**src/shared/hpft_pkg.sv**
```systemverilog
// package: register map, field layout and timing constants for the host port paging block
//
// Notes on behaviour
// - the 32-bit trim word is a signed offset shared by all four synthesizers
// - numeric oscillator mode: output equals initial frequency times one plus trim over 2^32
// - lockout bit set makes every other port register read-only; clear reopens writes
// - guard bit 0 flags a failed host access; bits 6:0 read zero after success, lockout bit kept except on a guard write
// - unsigned 8-bit bank choice picks which 128-byte page the window reaches
// - pages 0-6, 8, 10-13 valid; 7, 9 and 14 upward reserved, never written
package hpft_pkg;

  // ---------------------------------------------------------------------------
  // register offsets inside the window
  // ---------------------------------------------------------------------------
  localparam logic [6:0] GUARD_OFS  = 7'h7e;
  localparam logic [6:0] BANK_OFS   = 7'h7f;
  // trim word occupies four bytes of page 0, most significant byte first
  localparam logic [6:0] TRIM_OFS0  = 7'h0b;
  localparam logic [6:0] TRIM_OFS3  = 7'h0e;

  // ---------------------------------------------------------------------------
  // field positions and reset values
  // ---------------------------------------------------------------------------
  localparam int         LOCKOUT_BIT = 7;
  localparam int         STATUS_BIT  = 0;
  localparam logic [7:0]  GUARD_RST  = 8'h00;
  localparam logic [7:0]  BANK_RST   = 8'h00;
  localparam logic [31:0] TRIM_RST   = 32'h046aaaab;
  localparam logic [7:0]  LAST_PAGE  = 8'h0d;

  // ---------------------------------------------------------------------------
  // timing
  // ---------------------------------------------------------------------------
  localparam int CLK_HZ       = 40_000_000;
  localparam int TRIM_GAP_MS  = 25;
  localparam int TRIM_GAP_CYC = (CLK_HZ / 1000) * TRIM_GAP_MS;

  // host access request as seen by the register logic
  typedef struct packed {
    logic       wr;
    logic [6:0] addr;
    logic [7:0] data;
  } hpft_req_t;

endpackage

```
**src/hdl/hpft_gap_timer.sv**
```systemverilog
// gap timer: busy for a programmable number of cycles after each start pulse
`timescale 1ns/1ps
module hpft_gap_timer #(
  parameter int GAP = 1000
) (
  input  wire logic i_clk,
  input  wire logic i_resetn,
  input  wire logic i_start,
  output logic      o_busy
);
  // a zero gap would leave nothing to count
  if (GAP < 1) begin : g_gap_check
    $error("gap must be at least one cycle");
  end

  localparam int W = $clog2(GAP + 1);
  logic [W-1:0] count;

  // --------------------------------------------------------------------------
  // down counter
  // --------------------------------------------------------------------------
  // reload on every start so the gap is measured from the last access;
  // one less than the gap is loaded so an access exactly GAP cycles later is open
  always_ff @(posedge i_clk) begin
    if (!i_resetn) begin
      count <= '0;
    end else if (i_start) begin
      count <= W'(GAP - 1);
    end else if (count != '0) begin
      count <= count - 1'b1;
    end
  end

  assign o_busy = (count != '0);
endmodule

```
**src/hdl/hpft_regs.sv**
```systemverilog
// host port register logic: paging, guard/lockout and centre frequency trim
`timescale 1ns/1ps
module hpft_regs #(
  parameter int TRIM_GAP = hpft_pkg::TRIM_GAP_CYC
) (
  input  wire logic                 i_clk,
  input  wire logic                 i_resetn,
  input  wire logic                 i_req_valid,
  input  wire hpft_pkg::hpft_req_t  i_req,
  output logic [7:0]                o_rdata,
  output logic                      o_rvalid,
  output logic [10:0]               o_abs_addr,
  output logic                      o_ext_wr,
  output logic [31:0]               o_center_frequency_trim,
  output logic                      o_trim_update
);
  // the spacing checks below need at least a few busy cycles to watch
  if (TRIM_GAP < 4) begin : g_gap_check
    $error("trim gap must be at least four cycles");
  end

  // --------------------------------------------------------------------------
  // state
  // --------------------------------------------------------------------------
  logic [7:0]  guard;
  logic [7:0]  bank_choice;
  logic [31:0] trim;
  logic        trim_busy;
  logic        on_page0;
  logic        is_guard;
  logic        is_bank;
  logic        is_trim;
  logic        locked;
  logic        bad_page;
  logic        fail;
  logic        wr_ok;
  logic [1:0]  trim_byte;

  // window decode; guard and bank choice appear in every page
  assign on_page0  = (bank_choice == 8'h00);
  assign is_guard  = (i_req.addr == hpft_pkg::GUARD_OFS);
  assign is_bank   = (i_req.addr == hpft_pkg::BANK_OFS);
  assign is_trim   = on_page0 && (i_req.addr >= hpft_pkg::TRIM_OFS0)
                     && (i_req.addr <= hpft_pkg::TRIM_OFS3);
  assign trim_byte = 2'(i_req.addr - hpft_pkg::TRIM_OFS0);
  assign locked    = guard[hpft_pkg::LOCKOUT_BIT];

  // reserved pages hold nothing, so any access there other than guard or bank choice counts as failed
  assign bad_page = (bank_choice == 8'h07) || (bank_choice == 8'h09)
                    || (bank_choice > hpft_pkg::LAST_PAGE);

  // failure: write under lockout, reserved page, trim hit inside the gap
  assign fail = i_req_valid && (
                  (i_req.wr && locked && !is_guard)
                  || (bad_page && !is_guard && !is_bank)
                  || (is_trim && trim_busy));
  assign wr_ok = i_req_valid && i_req.wr && !fail;

  // --------------------------------------------------------------------------
  // guard register
  // --------------------------------------------------------------------------
  // status is rewritten on each access: set on failure, zero after success
  always_ff @(posedge i_clk) begin
    if (!i_resetn) begin
      guard <= hpft_pkg::GUARD_RST;
    end else if (i_req_valid) begin
      if (wr_ok && is_guard) begin
        guard <= {i_req.data[hpft_pkg::LOCKOUT_BIT], 7'h00};
      end else if (!fail) begin
        guard <= {guard[hpft_pkg::LOCKOUT_BIT], 7'h00};
      end
      if (fail) begin
        guard[hpft_pkg::STATUS_BIT] <= 1'b1;
      end
    end
  end

  // --------------------------------------------------------------------------
  // bank choice
  // --------------------------------------------------------------------------
  always_ff @(posedge i_clk) begin
    if (!i_resetn) begin
      bank_choice <= hpft_pkg::BANK_RST;
    end else if (wr_ok && is_bank) begin
      bank_choice <= i_req.data;
    end
  end

  // --------------------------------------------------------------------------
  // trim word and its spacing timer
  // --------------------------------------------------------------------------
  // big-endian byte lanes; the word is applied at once to all synthesizers
  always_ff @(posedge i_clk) begin
    if (!i_resetn) begin
      trim          <= hpft_pkg::TRIM_RST;
      o_trim_update <= 1'b0;
    end else begin
      o_trim_update <= wr_ok && is_trim;
      if (wr_ok && is_trim) begin
        trim[8*(3-trim_byte) +: 8] <= i_req.data;
      end
    end
  end
  assign o_center_frequency_trim = trim;

  // the timer protects the loop; hosts honouring the gap never see a trim access refused by it
  hpft_gap_timer #(.GAP(TRIM_GAP)) u_gap (
    .i_clk    (i_clk),
    .i_resetn (i_resetn),
    .i_start  (i_req_valid && is_trim && !fail),
    .o_busy   (trim_busy)
  );

  // --------------------------------------------------------------------------
  // read data and outward access
  // --------------------------------------------------------------------------
  always_ff @(posedge i_clk) begin
    if (!i_resetn) begin
      o_rdata    <= 8'h00;
      o_rvalid   <= 1'b0;
      o_abs_addr <= 11'h000;
      o_ext_wr   <= 1'b0;
    end else begin
      o_rvalid   <= i_req_valid && !i_req.wr;
      o_abs_addr <= {bank_choice[3:0], i_req.addr};
      o_ext_wr   <= wr_ok && !is_guard && !is_bank && !is_trim;
      if (i_req_valid && !i_req.wr) begin
        if (is_guard)      o_rdata <= guard;
        else if (is_bank)  o_rdata <= bank_choice;
        else if (is_trim && !trim_busy) o_rdata <= trim[8*(3-trim_byte) +: 8];
        else               o_rdata <= 8'h00;
      end
    end
  end

  // --------------------------------------------------------------------------
  // checks
  // --------------------------------------------------------------------------
  property p_lock_blocks;
    @(posedge i_clk) disable iff (!i_resetn)
    (i_req_valid && i_req.wr && locked && is_bank) |=> $stable(bank_choice);
  endproperty
  a_lock_blocks: assert property (p_lock_blocks) else $error("write passed lockout");

  property p_fail_flag;
    @(posedge i_clk) disable iff (!i_resetn)
    fail |=> guard[0];
  endproperty
  a_fail_flag: assert property (p_fail_flag) else $error("failure not flagged");

  property p_ok_clear;
    @(posedge i_clk) disable iff (!i_resetn)
    (i_req_valid && !fail && !(i_req.wr && is_guard)) |=> guard[6:0] == 7'h00;
  endproperty
  a_ok_clear: assert property (p_ok_clear) else $error("status not cleared");

  property p_bank_write;
    @(posedge i_clk) disable iff (!i_resetn)
    (wr_ok && is_bank) |=> bank_choice == $past(i_req.data);
  endproperty
  a_bank_write: assert property (p_bank_write) else $error("bank not taken");

  property p_abs;
    @(posedge i_clk) disable iff (!i_resetn)
    i_req_valid |=> o_abs_addr[6:0] == $past(i_req.addr);
  endproperty
  a_abs: assert property (p_abs) else $error("address low bits wrong");

  property p_reserved;
    @(posedge i_clk) disable iff (!i_resetn)
    (bank_choice == 8'h09 && i_req_valid && !is_guard && !is_bank) |=> guard[0];
  endproperty
  a_reserved: assert property (p_reserved) else $error("reserved page accepted");

  property p_trim_gap;
    @(posedge i_clk) disable iff (!i_resetn)
    (o_trim_update) |-> ##1 (trim_busy [*2]);
  endproperty
  a_trim_gap: assert property (p_trim_gap) else $error("trim gap not held");

  property p_trim_pulse;
    @(posedge i_clk) disable iff (!i_resetn)
    (wr_ok && is_trim) |=> o_trim_update
      && ($past(i_req.data) == trim[8*(3-$past(trim_byte)) +: 8]);
  endproperty
  a_trim_pulse: assert property (p_trim_pulse) else $error("trim byte lost");

  // --------------------------------------------------------------------------
  // independent spacing count for the trim checks
  // --------------------------------------------------------------------------
  // counts cycles from the last accepted trim access, saturating at the gap;
  // kept apart from the timer so a timer off by one shows up here
  logic [31:0] trim_age;
  always_ff @(posedge i_clk) begin
    if (!i_resetn) begin
      trim_age <= 32'(TRIM_GAP);
    end else if (i_req_valid && is_trim && !fail) begin
      trim_age <= 32'h0000_0001;
    end else if (trim_age < 32'(TRIM_GAP)) begin
      trim_age <= trim_age + 32'h0000_0001;
    end
  end

  // an accepted trim access never comes sooner than the gap after the last one
  property p_trim_spaced;
    @(posedge i_clk) disable iff (!i_resetn)
    (i_req_valid && is_trim && !fail) |-> trim_age >= 32'(TRIM_GAP);
  endproperty
  a_trim_spaced: assert property (p_trim_spaced) else $error("trim accepted inside gap");

  // once the gap has run out, a trim access that breaks no other rule is taken
  property p_trim_open;
    @(posedge i_clk) disable iff (!i_resetn)
    (i_req_valid && is_trim && !(i_req.wr && locked) && trim_age >= 32'(TRIM_GAP))
      |-> !fail;
  endproperty
  a_trim_open: assert property (p_trim_open) else $error("trim refused after gap");

  // a trim access refused inside the gap flags the failure and leaves the word untouched
  property p_trim_refuse;
    @(posedge i_clk) disable iff (!i_resetn)
    (i_req_valid && is_trim && trim_busy) |=> guard[0] && !o_trim_update && $stable(trim);
  endproperty
  a_trim_refuse: assert property (p_trim_refuse) else $error("refused trim not flagged");
endmodule

```
**config.mk**
```make
export PLATFORM = sky130hd
export DESIGN_NAME = hpft_regs
export DESIGN_NICKNAME = d
export VERILOG_FILES = /design/src/shared/hpft_pkg.sv /design/src/hdl/hpft_gap_timer.sv /design/src/hdl/hpft_regs.sv
export SDC_FILE = /design/constraint.sdc
export NUM_CORES = 1
export LEC_CHECK = 0
export BUFFER_PORTS_ARGS = -buffer_cell sky130_fd_sc_hd__clkbuf_2
export CAP_MARGIN = 10
export CORE_MARGIN = 1.5
export CORE_UTILIZATION = 30
export CTS_BUF_LIST = sky130_fd_sc_hd__clkbuf_8
export DETAILED_ROUTE_END_ITERATION = 16
export GPL_TIMING_DRIVEN = 0
export RECOVER_POWER = 25
export SLEW_MARGIN = 40
export SYNTH_ARGS = -nofsm -noshare
export SYNTH_HDL_FRONTEND = slang
export SYNTH_SLANG_ARGS = --single-unit
```
**constraint.sdc**
```tcl
create_clock -name i_clk -period 5.7 [get_ports i_clk]
set_clock_uncertainty 0.2 [all_clocks]
set_input_delay 0.57 -clock i_clk [delete_from_list [all_inputs] [get_ports i_clk]]
set_output_delay 0.57 -clock i_clk [all_outputs]
set_load 0.01 [all_outputs]
```
Yosys cells after proc, flatten, opt, wreduce, memory -nomap -nowiden
Cells that the tools add are included.
{ "totals": {"regBits": 90, "output_inout_bits": 54, "word_cells": 73, "inputBits": 19} }
{ "classes": {"magnitude_cmp": 3, "n_reduce_logical": 36, "add_sub_neg": 4, "n_shift": 3, "n_mux": 9, "n_bitwise": 1, "eq_ne": 5} }
{ "ops": {"columns": ["op", "n"], "rows": [
  ["two-way mux 20 bit", 2],
  ["negation 32 -> 34 bit", 1],
  ["variable shift 8 x 34 -> 32 bit (first input constant)", 1],
  ["variable part select 8 x 34 -> 32 bit", 1],
  ["variable part select 32 x 33 -> 8 bit", 1],
  ["bitwise mux 32 bit", 1],
  ["two-way mux 8 bit", 4],
  ["logical AND 1 bit", 20],
  ["nonzero test 20 bit", 1],
  ["subtractor 20 x 1 -> 20 bit (second input constant)", 1],
  ["== test 7 bit (second input constant)", 2],
  ["== test 8 x 3 -> 1 bit (second input constant)", 1],
  ["== test 8 x 4 -> 1 bit (second input constant)", 1],
  ["> comparator 8 x 4 -> 1 bit (second input constant)", 1],
  ["logical NOT 8 bit", 1],
  [">= comparator 7 x 4 -> 1 bit (second input constant)", 1],
  ["less-or-equal comparator 7 x 4 -> 1 bit (second input constant)", 1],
  ["two-way mux 7 bit", 1],
  ["logical NOT 1 bit", 6],
  ["logical OR 1 bit", 4],
  ["AND reduction 2 bit", 2],
  ["subtractor 2 x 2 -> 3 bit (first input constant)", 1],
  ["!= test 2 x 1 -> 1 bit (second input constant)", 1],
  ["nonzero test 2 bit", 1],
  ["4 further kinds", 4]
]} }

Logic depth before layout (Yosys ltp)
{ "depth": {"depth_word": 13, "depth_mapped": 10, "depth_no_buf": 7} }

Hierarchy
From an unflattened synthesis, not the netlist that was laid out.
{ "unflattened": {"hier_cells": 446, "area_unflattened_um2": 4212.8} }
{ "modules_own_cells": {"columns": ["module", "area_each_um2", "n_inst", "seq_area_each_um2", "cells_each"], "rows": [
  ["hpft_regs", 3145.5, 1, 1281.2, 328],
  ["hpft_gap_timer", 1067.3, 1, 400.4, 118]
]} }

Worst setup path before layout
No wires, ideal clock.
{ "synth_path": {"kind": "in2reg", "startpoint": "input port i_req[8] (netlist bit)", "endpoint": "register trim[11] (netlist: o_center_frequency_trim[11])", "setup_ps": 123, "required_time_ps": 5377, "n_path_buf": 3, "arrival_time_ps": 2424, "cell_stages": 10, "path_slack_ps": 2953, "cell_sequence": "clkbuf_1 > inv_1 > ha_1 > nand2_1 > o21ai_0 > a31o_1 > buf_6 > o211a_1 > buf_4 > mux2_1"} }
{ "synth_via": {"elab_chain_cells": 10, "elab_cells_between_ends": 24, "classes_between": "add/sub (3); order compare (2); eq/ne (2); shift (2); mux (1); reduce/logical (14)"} }
{ "synth_rtl": {"columns": ["element", "line", "rtl"], "rows": [
  ["from (decl)", "hpft_regs.sv:9", "input wire hpft_pkg::hpft_req_t i_req,"],
  ["parallel branches: the longest is 10 deep, another holds negation 32 -> 34 bit", null, null],
  ["to (signal assigned)", "hpft_regs.sv:95", "trim <= hpft_pkg::TRIM_RST;"],
  ["to (signal, indexed assignment)", "hpft_regs.sv:100", "trim[8*(3-trim_byte) +: 8] <= i_req.data;"],
  ["to (decl)", "hpft_regs.sv:27", "logic [31:0] trim;"]
]} }
Several ways; the timed one is not identified.
A chain may end at the register's enable or synchronous reset.

Final worst setup path
{ "layout_path": {"startpoint": "input port i_req[8] (netlist bit)", "endpoint": "register trim[10] (netlist: o_center_frequency_trim[10])"} }
The elaborated chain is that of the path after synthesis.

==> flow_summary.toml <==
[status]
run_status = "finished, final reports clean"

[yosys]
synth_top_area_share = 0.386
syn-instance-count = 465
synth.area.mux_share = 0.140
ys_async_sr_fraction = 0
synth.area.top_cells = "dfxtp_1, mux2i_1, nand2_1, mux4_2, nor2_1"
synth_compound_area_frac = 0.120
ys.flop_type = "dfxtp_1"
synth_simple_gate_area_frac = 0.252
ys_ff_latch = 84
synth.yosys.warnings = 0
yosys.area.top_type = "dfxtp_1"
syn-num-nets = 491
synthXorXnorAreaFrac = 0.0342
yosysUniqueCellTypes = 60
synth_top_family_by_area = "simple AND/OR/NAND/NOR gates"
syn_area_um2 = 4350
seq_area_frac_synth = 0.386
synth-edff-count = 0
synth_fa_ha_area_frac = 0.0201
avgSynthCellArea_um2 = 9.36

[setup_path]
required_ns = 5.81
regToRegSetupSlack_ns = 3.02
rr_worst_depth = 6
crit_path_start_kind = "primary input"
cp.arrival_ns = 3.13
critical_path_class = "primary input to flip-flop"
cp-end-kind = "flip-flop"
timing.rr.end = "o_center_frequency_trim[15]$_SDFFE_PN1P_"
crit_fanout = 10
reg2reg_from = "bank_choice[7]$_SDFFE_PN0P_"
critPathLaunch = "i_req[8]"

[power_and_ir_drop]
static-leakage-power_nw = 2.01
fin_total_pwr_w = 0.00201
powerDensity_nw_per_um2 = 394
ir_worst_vdd_mv = 0.167

[grt]
grt_pass1_vias = 3543
gr-total-overflow = 0
grt_usage = 0.163
grt_max_degree = 17
grt_pass1_wl_mm = 18.8
antenna_found_initial = 0

[clocking]
cts_tree = "yes"
clk_latency_ns = 0.38
clock_path_buffers = 2
clkSlewWorstSetupHoldPaths_ns = 0.11
ctsRootBufferMaster = "clkbuf_8"
cts_buffers = 9
cts_resized = 0
cts_num_sinks = 84
cts_hold_buf = 0
h-tree-depth = 3
post_cts_buffers = 0

[routing]
ant_nets = 0
via_per_inst = 5.06
vias = 3702
drc = 0
drt_iter0_markers = 320
drt_first_pass_iters = 4
routed_wl_mm = 12.1
wl_per_cell_um = 16.5

[sta]
fin_crit_sh = 0.530
worst_pin_slew_ns = 0.741
slew_headroom = 0.503
finalHoldViolCount = 0
min_period_ns = 3.02
setup_viol = 0
fmax_ghz = 0.331
tns_ns = 0
rsz0062_at_grt = "false"
maxSlewViolCount = 0

[placed_design]
portBuffers = 71
routabilityCongestion = 0.851
placed_cell_area_um2 = 4930
dpl.hpwl_mm = 9.04

[die]
placementRows = 43
die-area_um2 = 15200
start_util = 0.310
core_area_um2 = 14000
fp.dieH_um = 123
die-width_um = 123
boundaryPins = 73

[layout]
synthToLayoutAreaGrowth_pct = 17.0
design_area_um2 = 5090
final_cell_mix = "dfxtp_1, nand2_1, clkbuf_1"
drive_gt1_frac = 0.168
n_antenna_cell = 0
nNetsFinal = 573
mostFrequentLayoutCell = "dfxtp_1"

[worst_hold_path]
whs_path_depth = 2
hold_class = "primary input to flip-flop"
min-delay-start = "i_req[11]"
min_to = "o_abs_addr[3]$_SDFF_PN0_"

[flow_run]
maxCapViolations = 0
[sequential cells by signal, summed over array words and instances, names as in the netlist]
signal	cells
o_center_frequency_trim	32
u_gap.count	20
guard	2
o_rdata	8
o_abs_addr	11
o_rvalid	1
o_trim_update	1
bank_choice	8
o_ext_wr	1
[Yosys cell counts (9+ instances only)]
cell	number
a22oi_1	9
and2_1	9
nor2b_1	11
nand2b_1	14
o21a_1	9
xnor2_1	9
clkbuf_1	15
nand3_1	12
nor3_1	9
inv_1	16
dfxtp_1	84
nor2_1	28
mux2i_1	35
nand2_1	64
o21ai_1	12
[logic make-up after synthesis]
family,Yosys count
and+or+nand+nor,197
adders and majority gates,7
xor gates and xnor gates,17
AOI/OAI and AO/OA,69
muxes,50
buffers and inverters,41
DFF,84
[worst max-delay path by stage]
stage	endpoint	slack, ns	cells past startpoint
2_1_floorplan	o_center_frequency_trim[11]$_SDFFE_PN1P_	2.95	10
3_3_place_gp	o_center_frequency_trim[26]$_SDFFE_PN1P_	2.28	10
3_5_place_dp	o_center_frequency_trim[15]$_SDFFE_PN1P_	2.28	8
4_1_cts	o_center_frequency_trim[10]$_SDFFE_PN0P_	2.66	9
5_1_grt	o_center_frequency_trim[8]$_SDFFE_PN0P_	2.41	9
6_report	o_center_frequency_trim[10]$_SDFFE_PN0P_	2.68	9
[final cells by class]
class | count | area (um2)
fill | 1425 | 8950
multi-input combinational | 340 | 2460
sequential | 84 | 1680
timing repair buffer | 71 | 317
tap | 180 | 225
buffer | 25 | 136
clock buffer | 9 | 124
clock inverter | 7 | 85.1
inverter | 16 | 60.1
[power by group]
group	total [W]	internal, W	switching (W)
clock	0.000454	0.000210	0.000245
combinational	0.000810	0.000343	0.000467
sequential	0.000744	0.000658	0.0000862
total	0.00201	0.00121	0.000798
[worst max-delay path, cell delays in order]
cell	delay, ns
clkbuf_2	0.13
clkbuf_1	0.48
inv_1	0.22
ha_1	0.52
clkbuf_1	0.50
nand2_1	0.31
nor2_1	0.16
nand2_1	0.06
mux2i_1	0.17
[layer usage]
| metal | global-route usage | vias up | part of all wire |
|---|---|---|---|
| met5 | 0 | - | 0 |
| met4 | 0.0661 | 0 | 0.018 |
| met3 | 0.0323 | 12 | 0.054 |
| met2 | 0.249 | 105 | 0.45 |
| met1 | 0.224 | 1777 | 0.47 |
| li1 | - | 1808 | - |
[metrics by stage]
stage          hold WS, ns  setup slack (ns)   util  instances
2_1_floorplan        0.247              2.95      -        465
3_3_place_gp         0.262              2.28  0.351        716
3_5_place_dp         0.259              2.28  0.351        716
4_1_cts              0.218              2.66  0.366        732
5_1_grt              0.224              2.41  0.363        732
6_report             0.236              2.68  0.363        732
No activity file was read; power rests on OpenSTA's default activity.
